===== config.mk =====
export PLATFORM = sky130hd
export DESIGN_NAME = rms_guard_host_flat
export DESIGN_NICKNAME = d
export VERILOG_FILES = /design/src/verilog/rms_guard_pkg.sv /design/src/verilog/meter_link_if.sv /design/src/verilog/rms_guard_host.sv /design/src/flat_wrapper.sv
export VERILOG_INCLUDE_DIRS = /design/src /design/src/verilog
export SDC_FILE = /design/constraint.sdc
export NUM_CORES = 1
export LEC_CHECK = 0
export ABC_AREA = 1
export BUFFER_PORTS_ARGS = -buffer_cell sky130_fd_sc_hd__clkbuf_2
export CORE_ASPECT_RATIO = 1.4
export CORE_MARGIN = 1
export CORE_UTILIZATION = 59
export CTS_CLUSTER_SIZE = 10
export DETAILED_ROUTE_END_ITERATION = 8
export PLACE_DENSITY = 0.84
export SYNTH_ARGS = -nofsm -noshare
export SYNTH_HDL_FRONTEND = slang
export SYNTH_SLANG_ARGS = --single-unit

===== constraint.sdc =====
create_clock -name clk -period 5.2 [get_ports clk]
set_input_delay 1.56 -clock clk [delete_from_list [all_inputs] [get_ports clk]]
set_output_delay 1.56 -clock clk [all_outputs]
set_load 0.005 [all_outputs]

===== src/verilog/rms_guard_defines.svh =====
// constants shared by the meter device end and the host controller end
`ifndef RMS_GUARD_DEFINES_SVH
`define RMS_GUARD_DEFINES_SVH
// ****************************************
// timing
// ****************************************
`define CLK_PERIOD_NS 10
`define LOOP_PERIOD_NS 125000
`define LOOP_CYCLES ((`LOOP_PERIOD_NS) / (`CLK_PERIOD_NS))
`define RMS_SPACING_NS 265000
`define RMS_SPACING_CYCLES ((`RMS_SPACING_NS + `CLK_PERIOD_NS - 1) / (`CLK_PERIOD_NS))
`define EVENTS_PER_RMS_READ 3
// ****************************************
// device register map
// ****************************************
`define RMS_BASE 16'h43c0
`define RMS_COUNT 7
`define APPARENT_ADDR 16'h43d0
`define ACC_KEY_ADDR 16'he7fe
`define ACC_KEY_VALUE 8'had
`define ACC_SELECT_ADDR 16'he7e2
`define ACC_SELECT_VALUE 8'h01
`define ACC_SELECT_RESET 8'h00
`define CORRUPT_MASK 32'h00ff_00ff
// ****************************************
// host csr map
// ****************************************
`define CSR_ADDR_W 4
`define CSR_CMD 4'h0
`define CSR_CFG 4'h4
`define CSR_STATUS 4'h8
`define CSR_RDATA 4'hc
`define CMD_WDATA_LSB 16
`define CMD_WRITE_BIT 24
`define CMD_ACC_BIT 25
`define CFG_PACE_EVT_BIT 0
`define STAT_BUSY_BIT 0
`define STAT_PACING_BIT 1
`define RESP_OKAY 2'h0
`define RESP_SLVERR 2'h2
`endif


===== src/verilog/rms_guard_pkg.sv =====
// types shared by both ends of the meter link
package rms_guard_pkg;
  typedef enum logic [1:0] {
    st_idle = 2'b00,
    st_pace = 2'b01,
    st_wait = 2'b10
  } host_state_type;
  typedef logic [15:0] link_addr_type;
  typedef logic [31:0] link_word_type;
endpackage : rms_guard_pkg


===== src/verilog/meter_link_if.sv =====
// register link between the host controller and the meter device
`timescale 1ns/10ps
interface meter_link_if;
  import rms_guard_pkg::*;
  logic req;
  logic we;
  link_addr_type addr;
  logic [7:0] wdata;
  logic ack;
  link_word_type rdata;
  logic first_interrupt_pin;
  modport dev (
    input req, we, addr, wdata,
    output ack, rdata, first_interrupt_pin
  );
  modport host (
    output req, we, addr, wdata,
    input ack, rdata, first_interrupt_pin
  );
endinterface : meter_link_if


===== src/verilog/rms_guard_host.sv =====
// host end: axi4-lite csrs, rms pacing, accuracy sequence
`timescale 1ns/10ps
`include "rms_guard_defines.svh"
module rms_guard_host
  import rms_guard_pkg::*;
#(
  parameter int SPACING_CYCLES = `RMS_SPACING_CYCLES,
  parameter int EVENTS_PER_READ = `EVENTS_PER_RMS_READ,
  parameter int RMS_COUNT = `RMS_COUNT
) (
  // clock and reset
  input wire logic clk,
  input wire logic sys_rst,
  // axi4-lite write
  input wire logic [`CSR_ADDR_W-1:0] s_axi_awaddr,
  input wire logic s_axi_awvalid,
  output logic s_axi_awready,
  input wire logic [31:0] s_axi_wdata,
  input wire logic [3:0] s_axi_wstrb,
  input wire logic s_axi_wvalid,
  output logic s_axi_wready,
  output logic [1:0] s_axi_bresp,
  output logic s_axi_bvalid,
  input wire logic s_axi_bready,
  // axi4-lite read
  input wire logic [`CSR_ADDR_W-1:0] s_axi_araddr,
  input wire logic s_axi_arvalid,
  output logic s_axi_arready,
  output logic [31:0] s_axi_rdata,
  output logic [1:0] s_axi_rresp,
  output logic s_axi_rvalid,
  input wire logic s_axi_rready,
  // meter link
  meter_link_if.host link
);

  localparam int GW = $clog2(SPACING_CYCLES + 1);
  localparam int EW = $clog2(EVENTS_PER_READ + 1);
  localparam logic [GW-1:0] GAP_LOAD = GW'(SPACING_CYCLES);
  localparam logic [EW-1:0] EVT_FULL = EW'(EVENTS_PER_READ);

  // ****************************************
  // csr bus
  // ****************************************
  logic aw_full;
  logic w_full;
  logic [`CSR_ADDR_W-1:0] aw_addr;
  logic [31:0] w_data;
  logic [3:0] w_strb;
  logic [31:0] cmd_reg;
  logic pace_evt;
  link_word_type rdata_reg;
  host_state_type state;
  logic second;
  logic [GW-1:0] gap_cnt;
  logic [EW-1:0] evt_cnt;

  logic aw_fire;
  logic w_fire;
  logic ar_fire;
  logic commit;
  logic next_aw_full;
  logic next_w_full;
  logic next_bvalid;
  logic next_rvalid;
  logic hit_cmd;
  logic hit_cfg;
  logic start;
  logic wr_ok;
  logic rd_ok;
  logic [31:0] cmd_new;
  logic [31:0] cfg_new;
  logic [31:0] rd_word;

  assign aw_fire = s_axi_awvalid && s_axi_awready;
  assign w_fire = s_axi_wvalid && s_axi_wready;
  assign ar_fire = s_axi_arvalid && s_axi_arready;
  // write lands with both halves held, no response pending
  assign commit = aw_full && w_full && !s_axi_bvalid;
  assign next_aw_full = (aw_full || aw_fire) && !commit;
  assign next_w_full = (w_full || w_fire) && !commit;
  assign next_bvalid = commit || (s_axi_bvalid && !s_axi_bready);
  assign next_rvalid = ar_fire || (s_axi_rvalid && !s_axi_rready);
  assign hit_cmd = aw_addr == `CSR_CMD;
  assign hit_cfg = aw_addr == `CSR_CFG;
  for (genvar b = 0; b < 4; b++) begin : g_lane
    assign cmd_new[b*8 +: 8] = w_strb[b] ? w_data[b*8 +: 8] : cmd_reg[b*8 +: 8];
    assign cfg_new[b*8 +: 8] = w_strb[b] ? w_data[b*8 +: 8] : {7'h00, pace_evt} >> (b * 8);
  end
  // command while busy: slverr
  assign start = commit && hit_cmd && (state == st_idle);
  assign wr_ok = start || hit_cfg;
  assign rd_ok = (s_axi_araddr == `CSR_CMD) || (s_axi_araddr == `CSR_CFG) ||
                 (s_axi_araddr == `CSR_STATUS) || (s_axi_araddr == `CSR_RDATA);
  assign rd_word = (s_axi_araddr == `CSR_CMD) ? cmd_reg :
                   (s_axi_araddr == `CSR_CFG) ? {31'h0000_0000, pace_evt} :
                   (s_axi_araddr == `CSR_STATUS) ? {30'h0000_0000, state == st_pace,
                                                    state != st_idle} :
                   (s_axi_araddr == `CSR_RDATA) ? rdata_reg : 32'h0000_0000;

  always_ff @(posedge clk) begin
    if (sys_rst) begin
      aw_full <= 1'b0;
      w_full <= 1'b0;
      s_axi_awready <= 1'b1;
      s_axi_wready <= 1'b1;
      s_axi_bvalid <= 1'b0;
      s_axi_arready <= 1'b1;
      s_axi_rvalid <= 1'b0;
    end else begin
      aw_full <= next_aw_full;
      w_full <= next_w_full;
      s_axi_awready <= !next_aw_full;
      s_axi_wready <= !next_w_full;
      s_axi_bvalid <= next_bvalid;
      s_axi_arready <= !next_rvalid;
      s_axi_rvalid <= next_rvalid;
    end
  end

  always_ff @(posedge clk) begin
    if (sys_rst) begin
      aw_addr <= '0;
      w_data <= 32'h0000_0000;
      w_strb <= 4'h0;
      s_axi_bresp <= `RESP_OKAY;
      s_axi_rresp <= `RESP_OKAY;
      s_axi_rdata <= 32'h0000_0000;
      cmd_reg <= 32'h0000_0000;
      pace_evt <= 1'b0;
    end else begin
      if (aw_fire) aw_addr <= s_axi_awaddr;
      if (w_fire) w_data <= s_axi_wdata;
      if (w_fire) w_strb <= s_axi_wstrb;
      if (commit) s_axi_bresp <= wr_ok ? `RESP_OKAY : `RESP_SLVERR;
      if (start) cmd_reg <= cmd_new;
      if (commit && hit_cfg) pace_evt <= cfg_new[`CFG_PACE_EVT_BIT];
      if (ar_fire) s_axi_rdata <= rd_word;
      if (ar_fire) s_axi_rresp <= rd_ok ? `RESP_OKAY : `RESP_SLVERR;
    end
  end

  // ****************************************
  // pacing
  // ****************************************
  logic op_rms;
  logic pace_ok;
  logic rms_issue;
  link_addr_type op_off;

  assign op_off = cmd_new[15:0] - `RMS_BASE;
  // writes, non-rms reads skip pacing
  assign op_rms = !cmd_new[`CMD_WRITE_BIT] && !cmd_new[`CMD_ACC_BIT] &&
                  (op_off < 16'(RMS_COUNT)); // RULE9
  assign pace_ok = (gap_cnt == '0) && (!pace_evt || (evt_cnt == EVT_FULL)); // RULE7 RULE8
  assign rms_issue = (state == st_pace) && pace_ok;

  always_ff @(posedge clk) begin
    if (sys_rst) begin
      gap_cnt <= '0;
      evt_cnt <= EVT_FULL;
    end else begin
      if (rms_issue) gap_cnt <= GAP_LOAD; // RULE7
      else if (gap_cnt != '0) gap_cnt <= gap_cnt - 1'b1;
      // issue-cycle event counts for next read
      if (rms_issue) evt_cnt <= EW'(link.first_interrupt_pin); // RULE8
      else if (link.first_interrupt_pin && (evt_cnt != EVT_FULL)) evt_cnt <= evt_cnt + 1'b1;
    end
  end

  // ****************************************
  // link sequencer
  // ****************************************
  always_ff @(posedge clk) begin
    if (sys_rst) begin
      state <= st_idle;
      second <= 1'b0;
      rdata_reg <= 32'h0000_0000;
      link.req <= 1'b0;
      link.we <= 1'b0;
      link.addr <= 16'h0000;
      link.wdata <= 8'h00;
    end else begin
      case (state)
        st_idle: begin
          if (start) begin
            second <= cmd_new[`CMD_ACC_BIT];
            if (cmd_new[`CMD_ACC_BIT]) begin
              link.we <= 1'b1;
              link.addr <= `ACC_KEY_ADDR; // RULE10
              link.wdata <= `ACC_KEY_VALUE; // RULE10
            end else begin
              link.we <= cmd_new[`CMD_WRITE_BIT];
              link.addr <= cmd_new[15:0];
              link.wdata <= cmd_new[`CMD_WDATA_LSB +: 8];
            end
            link.req <= !op_rms;
            state <= op_rms ? st_pace : st_wait;
          end
        end
        st_pace: begin
          if (pace_ok) begin
            link.req <= 1'b1; // RULE7
            state <= st_wait;
          end
        end
        st_wait: begin
          if (link.ack) begin
            if (!link.we) rdata_reg <= link.rdata;
            if (second) begin
              // req stays high between the writes
              second <= 1'b0;
              link.addr <= `ACC_SELECT_ADDR; // RULE11 RULE13
              link.wdata <= `ACC_SELECT_VALUE; // RULE13
            end else begin
              link.req <= 1'b0;
              state <= st_idle;
            end
          end
        end
        default: begin
          state <= st_idle;
        end
      endcase
    end
  end

endmodule : rms_guard_host


===== src/flat_wrapper.sv =====
// flat-port wrapper written by rule: the top's interface ports become plain ports
module rms_guard_host_flat import rms_guard_pkg::*;
#(
  parameter int SPACING_CYCLES = `RMS_SPACING_CYCLES,
  parameter int EVENTS_PER_READ = `EVENTS_PER_RMS_READ,
  parameter int RMS_COUNT = `RMS_COUNT
)
  (clk, sys_rst, s_axi_awaddr, s_axi_awvalid, s_axi_awready, s_axi_wdata, s_axi_wstrb, s_axi_wvalid, s_axi_wready, s_axi_bresp, s_axi_bvalid, s_axi_bready, s_axi_araddr, s_axi_arvalid, s_axi_arready, s_axi_rdata, s_axi_rresp, s_axi_rvalid, s_axi_rready, link_req, link_we, link_addr, link_wdata, link_ack, link_rdata, link_first_interrupt_pin);
  meter_link_if link_i ();
  input wire logic clk;
  input wire logic sys_rst;
  input wire logic [`CSR_ADDR_W-1:0] s_axi_awaddr;
  input wire logic s_axi_awvalid;
  output logic s_axi_awready;
  input wire logic [31:0] s_axi_wdata;
  input wire logic [3:0] s_axi_wstrb;
  input wire logic s_axi_wvalid;
  output logic s_axi_wready;
  output logic [1:0] s_axi_bresp;
  output logic s_axi_bvalid;
  input wire logic s_axi_bready;
  input wire logic [`CSR_ADDR_W-1:0] s_axi_araddr;
  input wire logic s_axi_arvalid;
  output logic s_axi_arready;
  output logic [31:0] s_axi_rdata;
  output logic [1:0] s_axi_rresp;
  output logic s_axi_rvalid;
  input wire logic s_axi_rready;
  output wire logic [$bits(link_i.req)-1:0] link_req;
  output wire logic [$bits(link_i.we)-1:0] link_we;
  output wire logic [$bits(link_i.addr)-1:0] link_addr;
  output wire logic [$bits(link_i.wdata)-1:0] link_wdata;
  input wire logic [$bits(link_i.ack)-1:0] link_ack;
  input wire logic [$bits(link_i.rdata)-1:0] link_rdata;
  input wire logic [$bits(link_i.first_interrupt_pin)-1:0] link_first_interrupt_pin;
  assign link_req = link_i.req;
  assign link_we = link_i.we;
  assign link_addr = link_i.addr;
  assign link_wdata = link_i.wdata;
  assign link_i.ack = link_ack;
  assign link_i.rdata = link_rdata;
  assign link_i.first_interrupt_pin = link_first_interrupt_pin;
  rms_guard_host #(.SPACING_CYCLES(SPACING_CYCLES), .EVENTS_PER_READ(EVENTS_PER_READ), .RMS_COUNT(RMS_COUNT)) u_core (.clk(clk), .sys_rst(sys_rst), .s_axi_awaddr(s_axi_awaddr), .s_axi_awvalid(s_axi_awvalid), .s_axi_awready(s_axi_awready), .s_axi_wdata(s_axi_wdata), .s_axi_wstrb(s_axi_wstrb), .s_axi_wvalid(s_axi_wvalid), .s_axi_wready(s_axi_wready), .s_axi_bresp(s_axi_bresp), .s_axi_bvalid(s_axi_bvalid), .s_axi_bready(s_axi_bready), .s_axi_araddr(s_axi_araddr), .s_axi_arvalid(s_axi_arvalid), .s_axi_arready(s_axi_arready), .s_axi_rdata(s_axi_rdata), .s_axi_rresp(s_axi_rresp), .s_axi_rvalid(s_axi_rvalid), .s_axi_rready(s_axi_rready), .link(link_i));
endmodule

==> out/metrics.cfg, run 1 <==
[sta]
rsz0062_at_grt = false
setup_violations = 0
hold_viol_final = 0
post-route-period-util_pct = 66.6
finalSetupTns_ns = 0
period_needed_ns = 3.46
finClkSkew_ns = 0.00708
drv_slew = 0
fin_ws_ns = 1.74
fmax_mhz = 289
worstMarginPinSlew_ns = 0.937
relSlewSlack_pct = 37.2

[cells_and_area]
layout-drive-gt1-share_pct = 16.8
diodes = 0
nets = 1280
fin_util_pct = 70.0
final_cell_mix = dfxtp_1, clkbuf_2, nand2_1
final_common_cell = dfxtp_1
design_area_um2 = 9330
area_delta_synth_final_pct = 16.7

[clock_tree]
cts_root_buf = clkbuf_16
cts_hold_buf = 0
htreeDepth = 4
tritoncts = yes
clock-sinks = 192
cts_setup_buffers = 0
cts_buffers = 17
path_clk_slew_ns = 0.07
clockBufferDepth = 2
ctsResizeCount = 0
clkLatencyLatePin_ns = 0.42

[synth]
synth_cell_types = 40
synth_area_leaders = dfxtp_1, o21ai_0, nand2_1
yosys.area.top_type = dfxtp_1
synth_edf_count = 0
synth_area_um2 = 7990
ys_seq_area_share_pct = 48.1
ys_ff_latch = 192
syn_inst = 1075
yosys.area.top_type_share_pct = 48.1
async_flop_share_pct = 0
yosys_warnings = 0
syn_avg_cell_area_um2 = 7.44
synthFlopType = dfxtp_1

[die]
fp.dieW_um = 100
ios = 152
rows = 50
die_h_um = 140
core_area_um2 = 13300
die_area_um2 = 14000
start_util_pct = 60.0

[setup_path]
max_stage_delay_ns = 0.60
path_class = in -> reg
critPathMaxFanout = 82
crit_required_ns = 5.54
cp.buffers_inverters = 4
cp_cell_sequence = clkbuf_2, clkinv_2, buf_4, buf_4, nand2_2, a21oi_1
critPathLaunchType = primary input
crit_top_cell = buf_4
cp_slowest_cell = buf_4
worstSetupEndpointType = flop
path_delay_family = buffers and inverters
crit_arrival_ns = 3.80

[drt]
drt-pass1-iter-count = 5
drt-initial-drc-count = 424
routed_wl_um = 20100
avgRoutedWirePerCell_um = 14.5
remaining_drc_errors = 0
vias = 7454
vias_per_cell = 5.39
antenna_left = 0

[global_route]
antenna_found_initial = 0
grt_pass1_wl_um = 32000
grt_use_met1_pct = 36.2
grt_max_degree = 83
grt_pass1_vias = 6660
use_met2_pct = 47.8
gr-usage-all-layers_pct = 29.1
grt_use_met3_pct = 4.52
overflow = 0
grt.busiest_layer = met2

[placement]
hpwl_um = 14100
portBuffers = 149
gp_congestion = 0.901
post-place-ws_ns = 1.38
placed_area_um2 = 8740

[pwr]
powerDensity_nw_per_um2 = 429
power_leakage_nw = 4.19
vdd_ir_drop_max_v = 0.000232

[min_path]
min_path_type = reg -> reg

[flow_run]
drv_cap = 0

[outcome]
status = complete, no violations

[final timing paths]
| kind | start | end | slack, ns | depth (start not counted) |
|---|---|---|---|---|
| worst max-delay path | sys_rst | u_core.gap_cnt[0] | 1.74 | 6 |
| worst min-delay path | u_core.rdata_reg[21] | u_core.rdata_reg[21] | 0.45 | 2 |
| worst max register to register | u_core.state[0] | u_core.link.addr[11] | 3.02 | 8 |
| worst min register to register | u_core.rdata_reg[21] | u_core.rdata_reg[21] | 0.45 | 2 |
[worst reg2reg max path, delay by kind of cell, from the launching register on]
kind                       cells  cell delay (ns)
AOI/OAI and AO/OA              3             0.71
adders and majority gates      1             0.45
buffers and inverters          1             0.09
DFF                            1             0.35
and+or+nand+nor                3             0.50
[kinds of logic (layout without fill, tap and decap cells)]
group | count (synthesis) | after routing | synth area share (%)
buf+inv | 210 | 334 | 10.5
fa+ha+maj | 6 | 6 | 0.939
flops | 192 | 192 | 48.1
xor+xnor | 4 | 4 | 0.438
compound gates | 314 | 314 | 22.0
other cells | 1 | 2 | 0.0469
simple gates | 348 | 348 | 18.0
[cells in the mapped netlist (4+ instances only)]
library cell and count:
o221ai_1 30, nor3_1 6, inv_1 144, ha_1 6
o21ai_1 16, a21oi_1 108, nor2_1 145, a211oi_1 13
nand4_1 7, clkbuf_1 44, o21ai_0 134, nand3b_1 5
dfxtp_1 192, buf_2 11, a31oi_1 5, nand2_1 146
xor2_1 4, nand3_1 25
[final cells by class]
| cell class | instances | area (µm²) |
|---|---|---|
| clock buffer | 21 | 450 |
| sequential | 192 | 3840 |
| inverter | 148 | 557 |
| fill | 1101 | 4000 |
| multi-input combinational | 674 | 3320 |
| timing repair buffer | 156 | 798 |
| tap | 182 | 228 |
| clock inverter | 9 | 134 |
[routing by layer]
layer	part of all wire [%]	wire, µm
met1	42	8390
met2	48	9670
met3	5.8	1160
met4	4.3	869
met5	0	0
[stage by stage]
| step | power, mW | instances | hold slack [ns] |
|---|---|---|---|
| floorplan | 2.43 | 1076 | 0.425 |
| global placement | 2.65 | 1352 | 0.436 |
| detailed placement | 2.68 | 1352 | 0.446 |
| CTS | 3.99 | 1382 | 0.457 |
| global route | 4.21 | 1382 | 0.476 |
| finish | 4.00 | 1382 | 0.453 |
[power breakdown]
part	leakage, nW	switching (mW)	internal [mW]
combinational	2.34	0.598	0.329
clock	0.272	0.547	0.765
sequential	1.57	0.119	1.64
Power figures use the tool's default switching activity.
==> inputs of run 2 (changes only) <==
--- a/config.mk
+++ b/config.mk
@@ -10,10 +10,10 @@
 export BUFFER_PORTS_ARGS = -buffer_cell sky130_fd_sc_hd__clkbuf_2
 export CORE_ASPECT_RATIO = 1.4
 export CORE_MARGIN = 1
-export CORE_UTILIZATION = 59
+export CORE_UTILIZATION = 50
 export CTS_CLUSTER_SIZE = 10
 export DETAILED_ROUTE_END_ITERATION = 8
-export PLACE_DENSITY = 0.84
+export PLACE_DENSITY = 0.76
 export SYNTH_ARGS = -nofsm -noshare
 export SYNTH_HDL_FRONTEND = slang
 export SYNTH_SLANG_ARGS = --single-unit
==> constraint.sdc (replaced) <==
create_clock -name clk -period 3.1 [get_ports clk]
set_input_delay 0.93 -clock clk [delete_from_list [all_inputs] [get_ports clk]]
set_output_delay 0.93 -clock clk [all_outputs]
set_load 0.005 [all_outputs]
==> out/metrics.cfg, run 2 (synthesized netlist as in run 1, its figures left out) <==
[placement]
hpwl_um = 14900
dp_cells = 1373
gp_congestion = 0.876
portBuffers = 149

[clock_tree]
clockBufferDepth = 2
clock-sinks = 192
cts_setup_buffers = 0
ctsResizeCount = 0
cts_hold_buf = 0
tritoncts = yes
path_clk_slew_ns = 0.07
htreeDepth = 4
cts_root_buf = clkbuf_16
cts_buffers = 17
clkLatencyLatePin_ns = 0.43

[sta]
fmax_mhz = 480
hold_viol_final = 0
finalSetupTns_ns = 0
period_needed_ns = 2.08
setup_violations = 0
worstMarginPinSlew_ns = 0.867
rsz0062_at_grt = false
drv_slew = 0
relSlewSlack_pct = 42.2
post-route-period-util_pct = 67.3
finClkSkew_ns = 0.00921

[min_path]
min_path_type = reg -> reg
hold_path_startpoint = u_core.cmd_reg[31]
hold_end = u_core.cmd_reg[31]
hold_depth = 2

[die]
fp.dieW_um = 109
start_util_pct = 51.2
ios = 152
rows = 54
die_h_um = 152
core_area_um2 = 15600
die_area_um2 = 16500

[drt]
vias_per_cell = 5.23
antenna_left = 0
remaining_drc_errors = 0
vias = 7348
routed_wl_um = 20400
drt-initial-drc-count = 491
drt-pass1-iter-count = 5
avgRoutedWirePerCell_um = 14.6

[setup_path]
crit_arrival_ns = 2.45
worstSetupEndpointType = flop
rr_endpoint = u_core.link.addr[11]
r2r_slack_ns = 1.02
path_class = reg -> reg
critPathLaunchType = flop
timing.rr.start = u_core.state[0]
r2r_cells = 6
critPathMaxFanout = 24
crit_required_ns = 3.46

[pwr]
vdd_ir_drop_max_v = 0.000464
powerDensity_nw_per_um2 = 716
power_leakage_nw = 4.26
power_mw = 6.78

[cells_and_area]
layout-drive-gt1-share_pct = 17.8
stdcell_count = 1405
diodes = 0
final_cell_mix = dfxtp_1, clkbuf_2, nand2_1
nets = 1287
area_delta_synth_final_pct = 18.4
nFillCells = 1424
final_common_cell = dfxtp_1

[global_route]
grt_pass1_vias = 6656
gr-usage-all-layers_pct = 25.4
antenna_found_initial = 0
overflow = 0
grt_max_degree = 64
grt_pass1_wl_um = 32400

[flow_run]
drv_cap = 0

[outcome]
status = complete, no violations

==> run 2: cell types whose count changed in the layout (fill, tap and decap cells not counted), sizes merged <==
cell      previous run  this run
inv                146       152
clkinvlp             4         2
clkbuf             170       168
buf                  7        14
==> run 2: final cells by class <==
class                           instances  area [µm²]  area share [%]
Clock inverter                         13         174            1.84
Sequential cell                       192        3840            40.6
Tap cell                              196         245            2.59
Multi-Input combinational cell        674        3320            35.1
Timing Repair Buffer                  163         876            9.25
Clock buffer                           19         453            4.78
Inverter                              148         557            5.88
==> run 2: routing by layer <==
metal / up-vias / global-route usage (%) / share of wire, %
met4: 0 / 10.7 / 3.4
met3: 48 / 4.15 / 4.7
met2: 217 / 42.6 / 49
li1: 3757 / - / -
met1: 3326 / 31.9 / 43
met5: - / 0 / 0
==> run 2: report_power, final <==
group | switching [mW] | leakage (nW) | internal (mW)
logic | 0.960 | 2.39 | 0.558
clock network | 0.985 | 0.303 | 1.33
registers | 0.190 | 1.57 | 2.75
total | 2.13 | 4.26 | 4.64
==> run 2: worst max path at each step <==
stage / from / endpoint
final: u_core.state[0] / u_core.link.addr[11]
after global routing: u_core.state[0] / u_core.link.addr[7]
after CTS: u_core.state[0] / u_core.link.addr[11]
after detailed placement: s_axi_araddr[1] / u_core.s_axi_rdata[19]
after global placement: link_ack / u_core.rdata_reg[21]
after floorplan: s_axi_araddr[1] / u_core.s_axi_rdata[16]
==> run 2: stage by stage <==
| stage | hold slack, ns | utilization, % | setup WS [ns] | instance area [µm²] |
|---|---|---|---|---|
| 4_1_cts | 0.450 | 60.7 | 1.03 | 9470 |
| 3_5_place_dp | 0.441 | 56.6 | 0.855 | 8840 |
| 3_3_place_gp | 0.437 | 56.6 | 0.900 | 8840 |
| 6_report | 0.447 | 60.7 | 1.02 | 9470 |
| 2_1_floorplan | 0.425 | - | 1.10 | 8000 |
| 5_1_grt | 0.466 | 60.7 | 0.761 | 9470 |
==> run 2: critical path, cell delays in order, from the launching register on <==
cell and delay (ns):
dfxtp_1 0.34, inv_1 0.10, ha_1 0.42, inv_1 0.17, o21ai_2 0.71, nand2_1 0.11, a21oi_1 0.17
